<file path="src/verilog/afss_cfg.svh">
`ifndef AFSS_CFG_SVH
`define AFSS_CFG_SVH
// malfunction output delay after power-on, in ms
`define AFSS_ALM_ON_MS 1500
// cycles per ms at 125 MHz
`define AFSS_CYC_PER_MS 125000
`define AFSS_ALM_ON_CYC (`AFSS_ALM_ON_MS * `AFSS_CYC_PER_MS)
// default main circuit charge time, in cycles
`define AFSS_CHARGE_CYC 1000000
`define AFSS_CNT_W 28
`define AFSS_ZERO_CNT 28'h0000000
`define AFSS_ONE_CNT 28'h0000001
`endif

</file>
<file path="src/verilog/afss_pkg.sv">
package afss_pkg;
	typedef enum logic [2:0] {
		AFSS_ST_STARTUP,
		AFSS_ST_CHARGE,
		AFSS_ST_READY,
		AFSS_ST_STOPPED
	} afss_state_t;

	// alarm causes and clear requests from the units
	typedef struct packed {
		logic conv_cause;
		logic drive_cause;
		logic conv_power_cycle;
		logic drive_power_cycle;
		logic confirm_button;
		logic fault_reset;
		logic err_reset_cmd;
		logic cpu_reset_cmd;
	} afss_req_t;

	// latched status bits
	typedef struct packed {
		logic conv_alarm;
		logic drive_alarm;
		logic main_power_off_warning;
	} afss_stat_t;
endpackage : afss_pkg

</file>
<file path="src/verilog/afss_timer.sv">
`timescale 1ns/1ns
`include "afss_cfg.svh"
// ----------------------------------------
// up counter, done when COUNT cycles reached
// ----------------------------------------
module afss_timer #(
	parameter logic [`AFSS_CNT_W-1:0] COUNT = `AFSS_ONE_CNT
) (
	input wire logic clk_in, // clock
	input wire logic rst_b_in, // sync reset, low
	input wire logic run_in, // count while high, restart when low
	output logic done_out // count reached
);
	logic [`AFSS_CNT_W-1:0] cnt_reg;
	logic [`AFSS_CNT_W-1:0] cnt_next;
	logic done_next;

	always_comb begin
		cnt_next = cnt_reg;
		done_next = 1'b0;
		if (!run_in) begin
			cnt_next = `AFSS_ZERO_CNT;
		end else if (cnt_reg >= COUNT - `AFSS_ONE_CNT) begin
			done_next = 1'b1;
		end else begin
			cnt_next = cnt_reg + `AFSS_ONE_CNT;
		end
	end

	always_ff @(posedge clk_in) begin
		if (!rst_b_in) begin
			cnt_reg <= `AFSS_ZERO_CNT;
			done_out <= 1'b0;
		end else begin
			cnt_reg <= cnt_next;
			done_out <= done_next;
		end
	end
endmodule : afss_timer

</file>
<file path="src/verilog/afss_alarm_latch.sv">
`timescale 1ns/1ns
// ----------------------------------------
// sticky alarm; clear only without cause
// ----------------------------------------
module afss_alarm_latch (
	input wire logic clk_in, // clock
	input wire logic rst_b_in, // sync reset, low
	input wire logic set_in, // raise alarm
	input wire logic cause_in, // cause still present
	input wire logic clear_in, // clear request
	output logic alarm_out // latched alarm
);
	logic alarm_next;

	always_comb begin
		alarm_next = alarm_out;
		// set wins, and a live cause blocks the clear
		if (set_in) begin
			alarm_next = 1'b1;
		end else if (clear_in && !cause_in) begin
			alarm_next = 1'b0;
		end
	end

	always_ff @(posedge clk_in) begin
		if (!rst_b_in) begin
			alarm_out <= 1'b0;
		end else begin
			alarm_out <= alarm_next;
		end
	end
endmodule : afss_alarm_latch

</file>
<file path="src/verilog/afss_sequencer.sv">
`timescale 1ns/1ns
`include "afss_cfg.svh"
// Function
// RULE1: contactor-enabled mode: converter alarm opens contactor, drive stops.
// RULE2: clear requests ignored while the alarm cause remains.
// RULE3: drive in servo-off ignores converter alarm, raises none.
// RULE4: converter alarm during servo-on alarms drive and forces servo-off.
// RULE5: general variant: clearing drive alarm also clears converter alarm.
// RULE6: drive alarm disables power stage, fires external dynamic brake.
// RULE7: general drive alarm clear: power cycle, confirm button, fault reset.
// RULE8: networked drive alarm clear: power cycle, error or processor reset.
// RULE9: networked converter alarm clear: power cycle or servo-on command.
// RULE10: main power only after start-up and with no alarms.
// RULE11: contactor-disabled mode: alarm forces servo-off, supply stays connected.
// RULE12: outside sequence removes supply on any alarm in disabled mode.
// RULE13: outside resumes: clear converter, clear drive, then reset.
// RULE14: outside reapplies supply only with drive alarm cleared.
// RULE15: forced stop opens contactor, stops drive, raises power-off warning.
// RULE16: forced stop release closes contactor and resumes without reset.
// RULE17: power stage and brake interlock wait for full capacitor charge. Disabled mode skips the charge wait when resuming from STOPPED.
// RULE18: outside brake released while interlock on, engaged while off.
// RULE19: disabled mode forced stop: stage off, warning, power kept.
// RULE20: forced stop release clears the main-power-off warning.
// RULE21: outside allows about 50 ms dynamic brake delay.
// RULE22: forced stop input is active low.
// RULE23: malfunction output on 1.5 s after power-on without alarm.
// RULE24: static setting selects contactor-enabled or disabled behaviour.
// RULE25: converter alarm, drive alarm, warning held as separate bits.
module afss_sequencer #(
	parameter logic [`AFSS_CNT_W-1:0] ALM_ON_CYC = `AFSS_CNT_W'(`AFSS_ALM_ON_CYC),
	parameter logic [`AFSS_CNT_W-1:0] CHARGE_CYC = `AFSS_CNT_W'(`AFSS_CHARGE_CYC)
) (
	input wire logic clk_in, // clock
	input wire logic rst_b_in, // sync reset, low
	input wire logic contactor_en_in, // static: contactor output enabled
	input wire logic networked_in, // static: networked variant
	input wire logic startup_done_in, // drive start-up complete
	input wire logic servo_on_cmd_in, // servo-on command
	input wire logic forced_stop_input_b_in, // forced stop, low active
	input afss_pkg::afss_req_t req_in, // causes and clear requests
	output logic contactor_out, // main contactor coil drive
	output logic power_stage_out, // drive power stage enable
	output logic servo_on_out, // drive servo-on state
	output logic dyn_brake_out, // external dynamic brake active
	output logic brake_interlock_output_out, // brake released when high
	output logic malfunction_output_out, // high when healthy
	output afss_pkg::afss_stat_t stat_out // latched status bits
);
	import afss_pkg::*;

	// ----------------------------------------
	// alarm latches
	// ----------------------------------------
	logic conv_alarm;
	logic drive_alarm;
	logic conv_set;
	logic drive_set;
	logic conv_clear;
	logic drive_clear;
	logic drive_clear_gp;
	logic drive_clear_net;
	logic servo_on_reg;
	logic servo_on_next;
	logic warn_reg;
	logic warn_next;
	logic forced_stop;

	assign forced_stop = !forced_stop_input_b_in; // RULE22
	assign conv_set = req_in.conv_cause;
	// converter alarm propagates only while servo-on
	assign drive_set = req_in.drive_cause || (req_in.conv_cause && servo_on_reg); // RULE3 RULE4
	assign drive_clear_gp = req_in.drive_power_cycle || req_in.confirm_button
		|| req_in.fault_reset; // RULE7
	assign drive_clear_net = req_in.drive_power_cycle || req_in.err_reset_cmd
		|| req_in.cpu_reset_cmd; // RULE8
	assign drive_clear = networked_in ? drive_clear_net : drive_clear_gp;

	always_comb begin
		conv_clear = req_in.conv_power_cycle;
		if (networked_in) begin
			conv_clear = conv_clear || servo_on_cmd_in; // RULE9
		end else begin
			conv_clear = conv_clear || (drive_clear && drive_alarm && !req_in.drive_cause); // RULE5
		end
	end

	afss_alarm_latch u_conv_latch (
		.clk_in(clk_in),
		.rst_b_in(rst_b_in),
		.set_in(conv_set),
		.cause_in(req_in.conv_cause), // RULE2
		.clear_in(conv_clear),
		.alarm_out(conv_alarm)
	);

	afss_alarm_latch u_drive_latch (
		.clk_in(clk_in),
		.rst_b_in(rst_b_in),
		.set_in(drive_set),
		.cause_in(req_in.drive_cause), // RULE2
		.clear_in(drive_clear),
		.alarm_out(drive_alarm)
	);

	// ----------------------------------------
	// timers
	// ----------------------------------------
	logic alm_on_done;
	logic charge_done;
	logic charging;
	afss_state_t state_reg;
	afss_state_t state_next;

	afss_timer #(
		.COUNT(ALM_ON_CYC)
	) u_alm_timer (
		.clk_in(clk_in),
		.rst_b_in(rst_b_in),
		.run_in(1'b1),
		.done_out(alm_on_done)
	);

	assign charging = (state_reg == AFSS_ST_CHARGE);

	afss_timer #(
		.COUNT(CHARGE_CYC)
	) u_charge_timer (
		.clk_in(clk_in),
		.rst_b_in(rst_b_in),
		.run_in(charging),
		.done_out(charge_done)
	);

	// ----------------------------------------
	// power sequence
	// ----------------------------------------
	logic any_alarm;
	logic contactor_next;
	logic stage_next;
	logic dyn_next;
	logic mbr_next;
	logic alm_next;

	assign any_alarm = conv_alarm || drive_alarm || conv_set || drive_set;

	always_comb begin
		state_next = state_reg;
		case (state_reg)
			AFSS_ST_STARTUP: begin
				if (startup_done_in && !any_alarm && !forced_stop) begin
					state_next = AFSS_ST_CHARGE; // RULE10
				end
			end
			AFSS_ST_CHARGE: begin
				if (any_alarm || forced_stop) begin
					state_next = AFSS_ST_STOPPED;
				end else if (charge_done) begin
					state_next = AFSS_ST_READY; // RULE17
				end
			end
			AFSS_ST_READY: begin
				if (any_alarm || forced_stop) begin
					state_next = AFSS_ST_STOPPED; // RULE1 RULE15 RULE19
				end
			end
			AFSS_ST_STOPPED: begin
				// resumes on its own once stop and alarms are gone
				if (!any_alarm && !forced_stop) begin
					state_next = contactor_en_in ? AFSS_ST_CHARGE : AFSS_ST_READY; // RULE16
				end
			end
			default: begin
				state_next = AFSS_ST_STARTUP;
			end
		endcase
	end

	always_comb begin
		// contactor follows the sequence only in enabled mode
		if (contactor_en_in) begin
			contactor_next = (state_next == AFSS_ST_CHARGE)
				|| (state_next == AFSS_ST_READY); // RULE1 RULE15 RULE16 RULE24
		end else begin
			contactor_next = 1'b0; // RULE11 RULE24
		end
		stage_next = (state_next == AFSS_ST_READY) && !any_alarm; // RULE6 RULE11 RULE17
		servo_on_next = stage_next && servo_on_cmd_in; // RULE4 RULE11
		dyn_next = drive_alarm || drive_set; // RULE6
		mbr_next = stage_next; // RULE17
		alm_next = alm_on_done && !any_alarm; // RULE23
		warn_next = warn_reg;
		if (forced_stop && (state_reg != AFSS_ST_STARTUP)) begin
			warn_next = 1'b1; // RULE15 RULE19
		end else if (!forced_stop) begin
			warn_next = 1'b0; // RULE20
		end
	end

	always_ff @(posedge clk_in) begin
		if (!rst_b_in) begin
			state_reg <= AFSS_ST_STARTUP;
			contactor_out <= 1'b0;
			power_stage_out <= 1'b0;
			servo_on_reg <= 1'b0;
			dyn_brake_out <= 1'b0;
			brake_interlock_output_out <= 1'b0;
			malfunction_output_out <= 1'b0;
			warn_reg <= 1'b0;
		end else begin
			state_reg <= state_next;
			contactor_out <= contactor_next;
			power_stage_out <= stage_next;
			servo_on_reg <= servo_on_next;
			dyn_brake_out <= dyn_next;
			brake_interlock_output_out <= mbr_next;
			malfunction_output_out <= alm_next;
			warn_reg <= warn_next;
		end
	end

	assign servo_on_out = servo_on_reg;
	assign stat_out.conv_alarm = conv_alarm; // RULE25
	assign stat_out.drive_alarm = drive_alarm; // RULE25
	assign stat_out.main_power_off_warning = warn_reg; // RULE25
endmodule : afss_sequencer

</file>
<file path="config.mk">
export PLATFORM = sky130hd
export DESIGN_NAME = afss_sequencer
export DESIGN_NICKNAME = d
export VERILOG_FILES = /design/src/verilog/afss_pkg.sv /design/src/verilog/afss_timer.sv /design/src/verilog/afss_alarm_latch.sv /design/src/verilog/afss_sequencer.sv
export VERILOG_INCLUDE_DIRS = /design/src /design/src/verilog
export SDC_FILE = /design/constraint.sdc
export NUM_CORES = 1
export LEC_CHECK = 0
export ABC_CLOCK_PERIOD_IN_PS = 5750
export BUFFER_PORTS_ARGS = -buffer_cell sky130_fd_sc_hd__buf_2
export CORE_MARGIN = 1
export CORE_UTILIZATION = 60
export CTS_BUF_LIST = sky130_fd_sc_hd__clkbuf_2
export DETAILED_ROUTE_END_ITERATION = 10
export PLACE_DENSITY = 0.77
export SLEW_MARGIN = 15
export SYNTH_ARGS = -nofsm -noshare
export SYNTH_HDL_FRONTEND = slang
export SYNTH_SLANG_ARGS = --single-unit
</file>
<file path="constraint.sdc">
create_clock -name clk_in -period 5.75 [get_ports clk_in]
set_input_delay 0.2875 -clock clk_in [delete_from_list [all_inputs] [get_ports clk_in]]
set_output_delay 0.2875 -clock clk_in [all_outputs]
set_load 0.1 [all_outputs]
</file>
# Word-level counts from Yosys, hierarchy flattened
# Cells that the tools add are included.
word_totals:
  wordCells: 75
  mem_bits_rw: 0
  mem_bits_ro: 0
  reg_bits: 69
  out_inout_bits: 9
  mem_count: 0
  in_bits: 15
  latchBits: 0
op_classes:
  eq_ne: 5
  add_sub_neg: 2
  n_bitwise: 0
  n_shift: 0
  reduce_logical: 36
  div_mod_pow: 0
  multipliers: 0
  muxes: 17
  order_cmp: 2
ops:
  columns: ["cell", "count"]
  rows:
  - ["adder 28 x 1 -> 28 bit, second input constant", 2]
  - [">= comparator 28 x 20 -> 1 bit, second input constant", 1]
  - [">= comparator 28 bit, second input constant", 1]
  - ["2-to-1 mux 3 bit", 5]
  - ["logical OR 1 bit", 13]
  - ["logical AND 1 bit", 12]
  - ["case mux 3 bit (4 select lines)", 1]
  - ["2-to-1 mux 1 bit", 10]
  - ["equality test 3 x 2 -> 1 bit, second input constant", 3]
  - ["equality test 3 x 1 -> 1 bit, second input constant", 2]
  - ["nonzero test 2 bit", 3]
  - ["zero test 1 bit", 4]
  - ["AND reduction 2 bit", 2]
  - ["zero test 3 bit", 1]
  - ["nonzero test 3 bit", 1]
  - ["2-to-1 mux 2 bit", 1]

# Logic depth before layout (Yosys ltp)
# Gate-level depths: netlist (run 1).
depth:
  depth_word: 11
  mapped_depth: 9
  depth_no_buf: 7

# Modules after synthesis
# A second synthesis (run 1) with hierarchy kept.
hier_totals:
  hier_cells: 397
  area_unflattened_um2: 3463.3
modules_own_cells:
  columns: ["mod", "seq_area_each_um2", "area_each_um2", "cells_per_inst", "instances"]
  rows:
  - ["afss_timer (u_alm_timer)", 580.6, 1532.7, 189, 1]
  - ["afss_timer (u_charge_timer)", 580.6, 1386.3, 150, 1]
  - ["afss_sequencer", 180.2, 461.7, 50, 1]
  - ["afss_alarm_latch", 20.0, 41.3, 4, 2]

# Worst setup path after synthesis (run 1)
# No wires, ideal clock.
synth_timing:
  kind: "reg-to-reg"
  from: "register u_alm_timer.cnt_reg[0]"
  to: "register u_alm_timer.cnt_reg[23]"
  path_slack_ns: 3.895
  t_required_ns: 5.679
  period_less_slack_ns: 1.855
  n_path_buf: 1
  setup_ns: 0.071
  stages_incl_launch_ff: 9
  arrival_ns: 1.784
  cell_sequence: "dfxtp_1 -> ha_1 -> nand4_1 -> a22oi_1 -> o2111ai_2 -> nand2_1 -> buf_2 -> or4_1 -> a21oi_1"
synth_via:
  elab_chain_len: 1
  word_cells_on_any_way: 2
  classes_between: "add/sub (1); order compare (1)"
synth_lines:
  columns: ["element", "line", "source"]
  rows:
  - ["start, declared", "afss_timer.sv:14", "logic [`AFSS_CNT_W-1:0] cnt_reg;"]
  - ["start signal, assigned", "afss_timer.sv:32", "cnt_reg <= `AFSS_ZERO_CNT;"]
  - ["start signal, assigned", "afss_timer.sv:35", "cnt_reg <= cnt_next;"]
  - ["adder 28 x 1 -> 28 bit (no line) / >= comparator 28 bit (equally long branches)", null, null]
# Parallel ways exist; a longest one is shown, timed or not.
# A chain may end at the register's enable or synchronous reset.

# Final worst setup path (run 1)
layout_timing:
  from: "register u_alm_timer.cnt_reg[22]"
  to: "register u_alm_timer.cnt_reg[14]"
layout_via:
  elab_chain_len: 1
layout_lines:
  columns: ["element"]
  rows:
  - [">= comparator 28 bit (no line)"]
# Every way passes these cells.

==> results of run 1 <==
-- critical path: stages, from the launching register on --
cell and delay [ps]:
sky130_fd_sc_hd__dfxtp_1 400, sky130_fd_sc_hd__nor2_1 190, sky130_fd_sc_hd__a21oi_1 90, sky130_fd_sc_hd__o21ai_1 620
sky130_fd_sc_hd__nand2_1 630, sky130_fd_sc_hd__or4_1 660, sky130_fd_sc_hd__a21oi_1 150
-- cell usage in the layout (no fill, tap or decap), types with 3 or more instances in the layout --
| cell type | synthesis | final |
|---|---|---|
| sky130_fd_sc_hd__dfxtp_1 | 69 | 69 |
| sky130_fd_sc_hd__nor2_1 | 42 | 42 |
| sky130_fd_sc_hd__nand2_1 | 30 | 30 |
| sky130_fd_sc_hd__buf_2 | 3 | 23 |
| sky130_fd_sc_hd__nand3_1 | 19 | 19 |
| sky130_fd_sc_hd__xor2_1 | 19 | 19 |
| sky130_fd_sc_hd__nand4_1 | 16 | 16 |
| sky130_fd_sc_hd__and2_1 | 15 | 15 |
| sky130_fd_sc_hd__and3_1 | 14 | 14 |
| sky130_fd_sc_hd__a21oi_1 | 14 | 14 |
| sky130_fd_sc_hd__xnor2_1 | 11 | 11 |
| sky130_fd_sc_hd__nor4_1 | 9 | 9 |
| sky130_fd_sc_hd__or4_1 | 9 | 9 |
| sky130_fd_sc_hd__clkbuf_2 | 0 | 9 |
| sky130_fd_sc_hd__nor3_1 | 8 | 8 |
| sky130_fd_sc_hd__o31ai_1 | 8 | 8 |
| sky130_fd_sc_hd__inv_1 | 7 | 7 |
| sky130_fd_sc_hd__mux2i_1 | 4 | 4 |
| sky130_fd_sc_hd__nand2b_1 | 4 | 4 |
| sky130_fd_sc_hd__o21a_1 | 4 | 4 |
| sky130_fd_sc_hd__inv_6 | 0 | 4 |
| sky130_fd_sc_hd__or3_1 | 3 | 3 |
| sky130_fd_sc_hd__o311ai_1 | 3 | 3 |
| sky130_fd_sc_hd__o41ai_1 | 3 | 3 |
-- final timing paths --
| check | startpoint | endpoint | slack [ps] | cells after the start |
|---|---|---|---|---|
| worst max-delay path | u_alm_timer.cnt_reg[22] | u_alm_timer.cnt_reg[14] | 2950 | 6 |
| worst min-delay path | req_in[7] | u_conv_latch.alarm_out | 50 | 2 |
| worst max register to register | u_alm_timer.cnt_reg[22] | u_alm_timer.cnt_reg[14] | 2950 | 6 |
| worst min register to register | u_alm_timer.done_out | malfunction_output_out | 490 | 1 |
-- power groups by stage --
stage	clock network (uW)	logic (uW)	registers [uW]
after global routing	322	41.5	488
final	294	37.9	487
after floorplan	0	23.9	499
after CTS	300	37.9	487
after global placement	0	35.9	496
after detailed placement	0	36.6	496
-- timing repair --
item | in CTS | in global routing
endpoints found under the setup margin | 0 | 0
hold buffers | 2 | 0
hold endpoints to repair | 2 | 0
-- layout make-up --
type	instances	area [um2]
inverters	7	26.3
clock inverters	7	80.1
clock buffers	9	45.0
repair buffers	25	135
well taps	67	83.8
fillers	406	1500
flip-flops and latches	69	1380
multi-input cells	260	1600
-- kinds of logic (layout without fill, tap and decap cells) --
group                    Yosys count  after routing  share of synthesized area [%]
adder cells (fa/ha/maj)            2              2                          0.809
multiplexers                       4              4                           1.30
buffers and inverters             25             48                           3.64
other                              1              1                          0.121
XOR/XNOR                          30             30                           8.50
AND/OR/NAND/NOR                  178            178                           30.0
AO/OA/AOI/OAI                     45             45                           11.0
flip-flops                        69             69                           44.7
-- per-layer routing --
metal | vias up | wire length [um] | global-route usage [%] | share of wire (%)
met4 | 0 | 96 | 11.3 | 1.6
met5 | - | 0 | 0 | 0
met1 | 1176 | 2980 | 31.1 | 51
li1 | 1295 | - | - | -
met3 | 12 | 289 | 5.08 | 4.9
met2 | 77 | 2510 | 33.5 | 43
-- per-stage QoR --
step	cells	hold WS (ps)	instance area [um2]	total power, uW	util [%]
6_report	444	47.0	3350	819	69.1
5_1_grt	444	4.64	3350	851	69.1
4_1_cts	444	23.1	3350	825	69.1
3_5_place_dp	426	444	3200	533	66.1
3_3_place_gp	426	431	3200	532	66.1
2_1_floorplan	354	367	3090	523	-
-- synthesized netlist by cell type, types with 2 or more instances --
cell,instances,share of area (%)
sky130_fd_sc_hd__or3_1,3,0.61
sky130_fd_sc_hd__nor2_1,42,5.1
sky130_fd_sc_hd__nand2_1,30,3.6
sky130_fd_sc_hd__buf_2,3,0.49
sky130_fd_sc_hd__nor3b_1,2,0.49
sky130_fd_sc_hd__xor2_1,19,5.4
sky130_fd_sc_hd__o21a_1,4,0.97
sky130_fd_sc_hd__nor3_1,8,1.3
sky130_fd_sc_hd__nand3_1,19,3.1
sky130_fd_sc_hd__nand2b_1,4,0.81
sky130_fd_sc_hd__and3_1,14,2.8
sky130_fd_sc_hd__o311ai_1,3,0.85
sky130_fd_sc_hd__or4_1,9,2.2
sky130_fd_sc_hd__mux2i_1,4,1.3
sky130_fd_sc_hd__ha_1,2,0.81
sky130_fd_sc_hd__xnor2_1,11,3.1
sky130_fd_sc_hd__o41ai_1,3,0.85
sky130_fd_sc_hd__nand3b_1,2,0.49
sky130_fd_sc_hd__buf_4,4,0.97
sky130_fd_sc_hd__and2_1,15,3.0
sky130_fd_sc_hd__dfxtp_1,69,45
sky130_fd_sc_hd__inv_1,7,0.85
sky130_fd_sc_hd__clkbuf_1,11,1.3
sky130_fd_sc_hd__nor4_1,9,1.8
sky130_fd_sc_hd__nand4_1,16,3.2
sky130_fd_sc_hd__a21oi_1,14,2.3
sky130_fd_sc_hd__o31ai_1,8,1.9
==> flow_metrics.tcl, run 1 <==
set metrics [dict create \
    run_status "complete, no violations" \
    p_leak_uw 0.00122 \
    synth_edf_count 0 \
    layout_worst_path_cycle_share_pct 48.7 \
    post_synth_inst_count 354 \
    globalRouteOverflowTotal 0 \
    netlist-cell-type-count 46 \
    postSynthRegisterBits 69 \
    hold_viol 0 \
    pre_cts_slack_ps 3050 \
    slew_violations 0 \
    post_synth.cell_area_avg_um2 8.73 \
    cts_sinks 69 \
    intPower_uw 601 \
    area.growth.synth_to_final_pct 8.34 \
    detail-route-antenna-nets 0 \
    max_cap_viol_count 0 \
    insertion_delay_to_the_later_sink_of_the_worst_skew_pair_ps 480 \
    antenna_found_initial 0 \
    drive_above_1_share_pct 11.4 \
    routed_wl_um 5880 \
    grt_setup_unrepaired "no" \
    post-route-drc-count 0 \
    cts_setup_buffers 0 \
    power_switching_uw 218 \
    clockPowerShare_pct 36.0 \
    cts_max_path_buffers 2 \
    row_count 25 \
    firstDrtPassIters 4 \
    root_buffer "sky130_fd_sc_hd__clkbuf_2" \
    power_per_cell_area_nw_per_um2 245 \
    cp.required_ps 6170 \
    mappedNetlistNets 371 \
    cts.reportedPaths.clkPinSlew_ps 200 \
    cts_tree "done" \
    path_class "reg2reg" \
    maxClockFrequency_mhz 357 \
    num_vias 2560 \
    number_of_nets_in_the_layout 389 \
    synth_area_um2 3090 \
    grt_start_max_net_pins 26 \
    cts_buf_count 9 \
    swShare_pct 26.6 \
    via_density_per_instance 5.77 \
    antenna_cells_inserted 0 \
    pin_count 24 \
    globalplace.congestion 0.844 \
    total_routing_usage_gr_pct 22.7 \
    post_cts_resized 0 \
    grt_pass1_vias 2151 \
    setup.worst_path.start_class "register" \
    async_flop_share_pct 0 \
    timing.clock.skew_ps 22.0 \
    yosysWarningCount 0 \
    timing_worst_slew_pin_value_ps 784 \
    fin_ws_ps 2950 \
    worst_ep_arrival_time_ps 3220 \
    dp_hpwl_um 3910 \
    core_um2 4850 \
    setup_total_negative_slack_ps 0 \
    grt_first_pass_wirelength_um 9490 \
    slew-limit-headroom_pct 47.4 \
    min-delay-path-class "in2reg" \
    setup_viol_count_final 0 \
    power.sequential.fraction_pct 59.4 \
    numPortBuffers 23 \
    detail_route.wl_per_cell_um 13.2 \
    die_footprint_um2 5440 \
    initial_core_util_pct 63.8 \
    combinational_power_share_pct 4.6 \
    fp.dieH_um 73.8 \
    vdd_drop_max_mv 0.144 \
    synth-main-ff-cell "sky130_fd_sc_hd__dfxtp_1" \
    die_x_um 73.8 \
    cts_htree_levels 3 \
    drt_iter0_drc 132 \
    path_max_fanout 20 \
    endpoint_kind "register" \
    ys_seq_area_share_pct 44.7 \
    period_needed_ps 2800 \
]
Note: power is estimated with default switching activity, not from simulation.
==> run 2, diff against run 1 <==
- ABC_AREA: default -> 1
- ABC_CLOCK_PERIOD_IN_PS: 5750 -> 2460
- CORE_UTILIZATION: 60 -> 57
- PLACE_DENSITY: 0.77 -> 0.75
- clock period: 5.75 -> 2.46 ns (I/O delays scaled with it)
==> flow_metrics.tcl, run 2 <==
set metrics [dict create \
    run_status "complete, no violations" \
    synth-xor-area-share_pct 6.14 \
    rr_endpoint "u_alm_timer.cnt_reg[17]" \
    cts_tree "done" \
    total_routing_usage_gr_pct 26.1 \
    synth_simple_gate_area_share_pct 41.7 \
    row_count 30 \
    setup_total_negative_slack_ps 0 \
    hold_viol 0 \
    cts_max_path_buffers 2 \
    number_of_nets_in_the_layout 688 \
    postSynthRegisterBits 69 \
    slew_violations 0 \
    routed_wl_um 9170 \
    hp-start "startup_done_in" \
    cts_setup_buffers 0 \
    rr_worst_depth 10 \
    post_cts_resized 0 \
    timing_worst_slew_pin_value_ps 536 \
    path_class "reg2reg" \
    path_common_cell "sky130_fd_sc_hd__nand2_1" \
    rrSetupSlack_ps 460 \
    dpl_cell_area_um2 4140 \
    timing.clock.skew_ps 17.7 \
    yosysTopAreaCell "sky130_fd_sc_hd__dfxtp_1" \
    layout_commonest_cell "sky130_fd_sc_hd__nand2_1" \
    synth_top_area_share_pct 34.6 \
    initial_core_util_pct 58.8 \
    slew-limit-headroom_pct 64.3 \
    worst_ep_arrival_time_ps 2390 \
    detail-route-antenna-nets 0 \
    power_switching_uw 478 \
    maxClockFrequency_mhz 501 \
    globalplace.congestion 0.972 \
    mostFrequentLayoutCells "215 x sky130_fd_sc_hd__nand2_1, 103 x sky130_fd_sc_hd__nor2_1, 69 x sky130_fd_sc_hd__dfxtp_1, 61 x sky130_fd_sc_hd__inv_1, 52 x sky130_fd_sc_hd__nand3_1" \
    power.sequential.fraction_pct 64.7 \
    crit_path_top_delay_cell "sky130_fd_sc_hd__dfxtp_1" \
    firstDrtPassIters 5 \
    endpoint_kind "register" \
    globalRouteOverflowTotal 0 \
    hold-worst-slack_ps 140 \
    list_of_most_frequent_post_synthesis_cells "215 x sky130_fd_sc_hd__nand2_1, 103 x sky130_fd_sc_hd__nor2_1, 69 x sky130_fd_sc_hd__dfxtp_1, 61 x sky130_fd_sc_hd__inv_1, 52 x sky130_fd_sc_hd__nand3_1" \
    swShare_pct 27.2 \
    power_per_cell_area_nw_per_um2 409 \
    grt_first_pass_wirelength_um 15400 \
    fp.dieH_um 85.7 \
    yosys.area_share.adder_pct 0.626 \
    max_cap_viol_count 0 \
    antenna_cells_inserted 0 \
    post_synth_mux_area_share_pct 0 \
    area.growth.synth_to_final_pct 7.83 \
    drive_above_1_share_pct 7.88 \
    synthesized_area_fraction_occupied_by_ao_oa_aoi_and_oai_cells_pct 7.89 \
    die_x_um 85.7 \
    p_leak_uw 0.00167 \
    post_synth.cell_area_avg_um2 6.24 \
    worstPathCellList "ha_1 > nand2_1 > o21ai_0 > nand2_1 > nand2_1 > nand2_2 > nand2_4 > inv_6 > nand2_1 > a21oi_1" \
    path_max_fanout 27 \
    cpPeakStageDelay_ps 460 \
    cp.required_ps 2850 \
    intPower_uw 1280 \
    postLayoutCellArea_um2 4310 \
    crit-reg2reg-launch "u_alm_timer.cnt_reg[0]" \
    grt_pass1_vias 3662 \
    antenna_found_initial 0 \
    timing.hold.worst_path_depth 9 \
    die_footprint_um2 7350 \
    post_synth_inst_count 640 \
    netlist-cell-type-count 32 \
    grt_setup_unrepaired "no" \
    min-delay-path-class "in2reg" \
    layout_worst_path_cycle_share_pct 81.2 \
    yosys.cell_count.top_type "sky130_fd_sc_hd__nand2_1" \
    combinational_power_share_pct 6.6 \
    setup_viol_count_final 0 \
    worstHoldEndpoint "state_reg[0]" \
    root_buffer "sky130_fd_sc_hd__clkbuf_2" \
    num_vias 3998 \
    async_flop_share_pct 0 \
    pin_count 24 \
    detail_route.wl_per_cell_um 11.9 \
    synth_edf_count 0 \
    core_um2 6790 \
    period_needed_ps 2000 \
    setup.worst_path.start_class "register" \
    netlist_top_cells_area "sky130_fd_sc_hd__dfxtp_1 35%, sky130_fd_sc_hd__nand2_1 20%, sky130_fd_sc_hd__nor2_1 9.7%" \
    post-route-drc-count 0 \
    synth_area_um2 4000 \
    cts.reportedPaths.clkPinSlew_ps 180 \
    synth-main-ff-cell "sky130_fd_sc_hd__dfxtp_1" \
    clockPowerShare_pct 28.8 \
    cts_htree_levels 3 \
    report.power.total_uw 1760 \
    grt_start_max_net_pins 30 \
    via_density_per_instance 5.20 \
    fin_util_pct 63.4 \
    cts_buf_count 9 \
    ys_seq_area_share_pct 34.6 \
    vdd_drop_max_mv 0.368 \
    cts_sinks 69 \
    yosysWarningCount 0 \
    drt_iter0_drc 212 \
    numPortBuffers 23 \
    insertion_delay_to_the_later_sink_of_the_worst_skew_pair_ps 510 \
    dp_hpwl_um 6520 \
    synth_top_family_by_area "simple AND/OR/NAND/NOR gates" \
    mappedNetlistNets 657 \
]
-- run 2: cell type report --
class / count / area, um2
clock inverters: 3 / 16.3
inverters: 67 / 256
well taps: 96 / 120
fillers: 673 / 2480
multi-input cells: 489 / 2250
clock buffers: 10 / 50.0
repair buffers: 35 / 230
flip-flops and latches: 69 / 1380
-- run 2: cells by family after synthesis --
group,count (synthesis)
AO/OA/AOI/OAI,57
XOR/XNOR,28
adder cells (fa/ha/maj),2
buffers and inverters,82
flip-flops,69
other,1
AND/OR/NAND/NOR,401
-- run 2: through the flow --
step                      worst slack [ps]  std cells
after floorplan                        665        640
after global placement                 566        746
after detailed placement               508        746
after CTS                              483        769
after global routing                   287        769
final                                  463        769
-- run 2: repair_timing --
action	4_1_cts	5_1_grt
endpoints found under the hold margin	11	0
setup endpoints to repair	0	0
hold buffers	10	0
-- run 2: worst max-delay path by stage --
stage / from / endpoint / slack, ps / depth (start not counted)
final: u_alm_timer.cnt_reg[0] / u_alm_timer.cnt_reg[17] / 460 / 10
after global routing: u_charge_timer.cnt_reg[1] / u_charge_timer.cnt_reg[2] / 290 / 9
after CTS: u_alm_timer.cnt_reg[0] / u_alm_timer.cnt_reg[17] / 480 / 10
after detailed placement: u_alm_timer.cnt_reg[0] / u_alm_timer.cnt_reg[1] / 510 / 10
after global placement: u_alm_timer.cnt_reg[0] / u_alm_timer.cnt_reg[17] / 570 / 10
after floorplan: servo_on_out / contactor_out / 660 / 10
-- run 2: critical path: cells and delay by family (launching register included) --
kind,cells,cell delay [ps]
buffers and inverters,1,140
AND/OR/NAND/NOR,6,790
flip-flops,1,460
adder cells (fa/ha/maj),1,240
AO/OA/AOI/OAI,2,250
-- run 2: per-layer routing --
layer,up-vias,global-route usage (%),wire [um]
met5,-,0,0
met4,0,11.7,208
met3,25,4.81,475
met2,109,45.0,4350
met1,1794,31.7,4130
li1,2070,-,-
-- run 2: power groups by stage --
stage / clock (uW) / sequential, uW / combinational (uW)
after floorplan: 0 / 1170 / 66.7
after global placement: 0 / 1160 / 101
after detailed placement: 0 / 1160 / 103
after CTS: 525 / 1140 / 115
after global routing: 575 / 1140 / 125
final: 506 / 1140 / 116
==> run 3, diff against run 2 <==
- ABC_AREA: 1 -> 0
- ABC_CLOCK_PERIOD_IN_PS: 2460 -> 2100
- CORE_UTILIZATION: 57 -> 60
- PLACE_DENSITY: 0.75 -> 0.77
- clock period: 2.46 -> 2.1 ns (I/O delays scaled with it)
==> flow_metrics.tcl, run 3 (same netlist as run 1, synthesis figures left out) <==
set metrics [dict create \
    worst_ep_arrival_time_ps 2460 \
    grt_start_max_net_pins 25 \
    cts_tree "done" \
    cpPeakStageDelay_ps 500 \
    seq_area_um2 1380 \
    initial_core_util_pct 63.8 \
    mostFrequentLayoutCells "68 x sky130_fd_sc_hd__dfxtp_1, 42 x sky130_fd_sc_hd__nor2_1, 29 x sky130_fd_sc_hd__nand2_1, 23 x sky130_fd_sc_hd__buf_2, 20 x sky130_fd_sc_hd__buf_4" \
    clockPowerShare_pct 37.2 \
    finalNonFillerCells 473 \
    detail_route.wl_per_cell_um 14.2 \
    swShare_pct 24.4 \
    fp.dieH_um 73.8 \
    row_count 25 \
    combinational_power_share_pct 5.4 \
    dp.cells 443 \
    antenna_found_initial 0 \
    cts_buf_count 9 \
    grt_setup_unrepaired "yes" \
    cts_max_path_buffers 2 \
    routed_wl_um 6730 \
    layout_worst_path_cycle_share_pct 95.5 \
    insertion_delay_to_the_later_sink_of_the_worst_skew_pair_ps 510 \
    power_switching_uw 566 \
    globalRouteOverflowTotal 0 \
    multi_input_area_um2 1630 \
    die_footprint_um2 5440 \
    grt_first_pass_wirelength_um 10700 \
    run_status "complete, no violations" \
    maxClockFrequency_mhz 499 \
    post-route-drc-count 0 \
    root_buffer "sky130_fd_sc_hd__clkbuf_2" \
    slew_violations 0 \
    globalplace.congestion 0.839 \
    path_max_fanout 20 \
    cts.reportedPaths.clkPinSlew_ps 200 \
    num_vias 2711 \
    endpoint_kind "register" \
    cts_htree_levels 3 \
    p_leak_uw 0.00138 \
    intPower_uw 1760 \
    path_class "reg2reg" \
    timing.clock.skew_ps 25.2 \
    max_cap_viol_count 0 \
    number_of_nets_in_the_layout 418 \
    core_um2 4850 \
    path_buf_inv 1 \
    layout_commonest_cell "sky130_fd_sc_hd__dfxtp_1" \
    report.power.total_uw 2320 \
    drt_iter0_drc 116 \
    cts_sinks 69 \
    grt_pass1_vias 2442 \
    min-delay-path-class "in2reg" \
    power.sequential.fraction_pct 57.4 \
    die_x_um 73.8 \
    fillers 348 \
    pin_count 24 \
    dp_hpwl_um 4270 \
    hold_viol 0 \
    drive_above_1_share_pct 17.0 \
    area.growth.synth_to_final_pct 17.9 \
    cp.required_ps 2560 \
    setup.worst_path.start_class "register" \
    crit_path_top_delay_cell "sky130_fd_sc_hd__or4_1" \
    fin_util_pct 75.2 \
    total_routing_usage_gr_pct 26.3 \
    antenna_cells_inserted 0 \
    dominant_delay_contributor_by_cell_family_on_the_critical_path "simple AND/OR/NAND/NOR gates" \
    firstDrtPassIters 4 \
    detail-route-antenna-nets 0 \
    setup_viol_count_final 0 \
    via_density_per_instance 5.73 \
    worstPathCellList "ha_1 > nand4_1 > a22oi_1 > o2111ai_2 > nand2_2 > buf_12 > or4_1 > a21oi_1" \
    period_needed_ps 2010 \
    power_per_cell_area_nw_per_um2 637 \
    vdd_drop_max_mv 0.431 \
    numPortBuffers 23 \
]
run 3: cell types whose count changed in the layout (fill, tap and decap cells not counted), sizes merged, moves of 14 or more:
| cell | previous run | this run |
|---|---|---|
| nor2 | 105 | 42 |
| and3 | 0 | 14 |
| a21oi | 47 | 14 |
| nand3 | 52 | 19 |
| inv | 66 | 7 |
| and2 | 1 | 15 |
| buf | 25 | 44 |
| nand2 | 219 | 30 |
run 3: metrics by stage:
stage                     instance area, um2  worst slack, ps  setup TNS [ps]  hold slack (ps)
after floorplan                         3090              245               0              184
after global placement                  3340              187               0              307
after detailed placement                3340             98.8               0              319
after CTS                               3580             37.9               0              273
after global routing                    3650            -24.7           -49.1              257
final                                   3650             94.5               0              309
run 3: layout make-up:
| class | count | area share [%] |
|---|---|---|
| multi-input cells | 260 | 44.8 |
| flip-flops and latches | 69 | 37.9 |
| repair buffers | 54 | 10.6 |
| clock inverters | 7 | 2.47 |
| well taps | 67 | 2.30 |
| clock buffers | 9 | 1.24 |
| inverters | 7 | 0.721 |
run 3: layer usage:
metal / global-route usage (%) / vias up / wire [um]
li1: - / 1361 / -
met2: 44.1 / 74 / 3260
met1: 31.1 / 1270 / 3040
met3: 9.33 / 6 / 363
met5: 0 / - / 0
met4: 8.97 / 0 / 61
run 3: tightest hold or removal path, delay by kind of cell:
family / cells / cell delay, ps
and+or+nand+nor: 1 / 50
buffers and inverters: 2 / 640
run 3: what timing repair did:
| action | in CTS | in global routing |
|---|---|---|
| endpoints found under the setup margin | 0 | 13 |
| hold endpoints to repair | 11 | 0 |
| resized for setup | 0 | 8 |
| buffers inserted | 0 | 4 |
| hold buffers | 10 | 0 |
run 3: worst paths after layout:
kind                           from                       to  slack [ps]  cells past startpoint
max          u_alm_timer.cnt_reg[0]  u_alm_timer.cnt_reg[14]          90                      8
min          forced_stop_input_b_in                 warn_reg         310                      3
max reg2reg  u_alm_timer.cnt_reg[0]  u_alm_timer.cnt_reg[14]          90                      8
min reg2reg    u_alm_timer.done_out   malfunction_output_out         480                      1
run 3: power groups by stage:
stage | registers [uW] | clock network (uW) | logic (uW)
6_report | 1330 | 865 | 125
5_1_grt | 1340 | 936 | 135
4_1_cts | 1330 | 880 | 122
3_5_place_dp | 1360 | 0 | 107
3_3_place_gp | 1360 | 0 | 104
2_1_floorplan | 1370 | 0 | 65.4
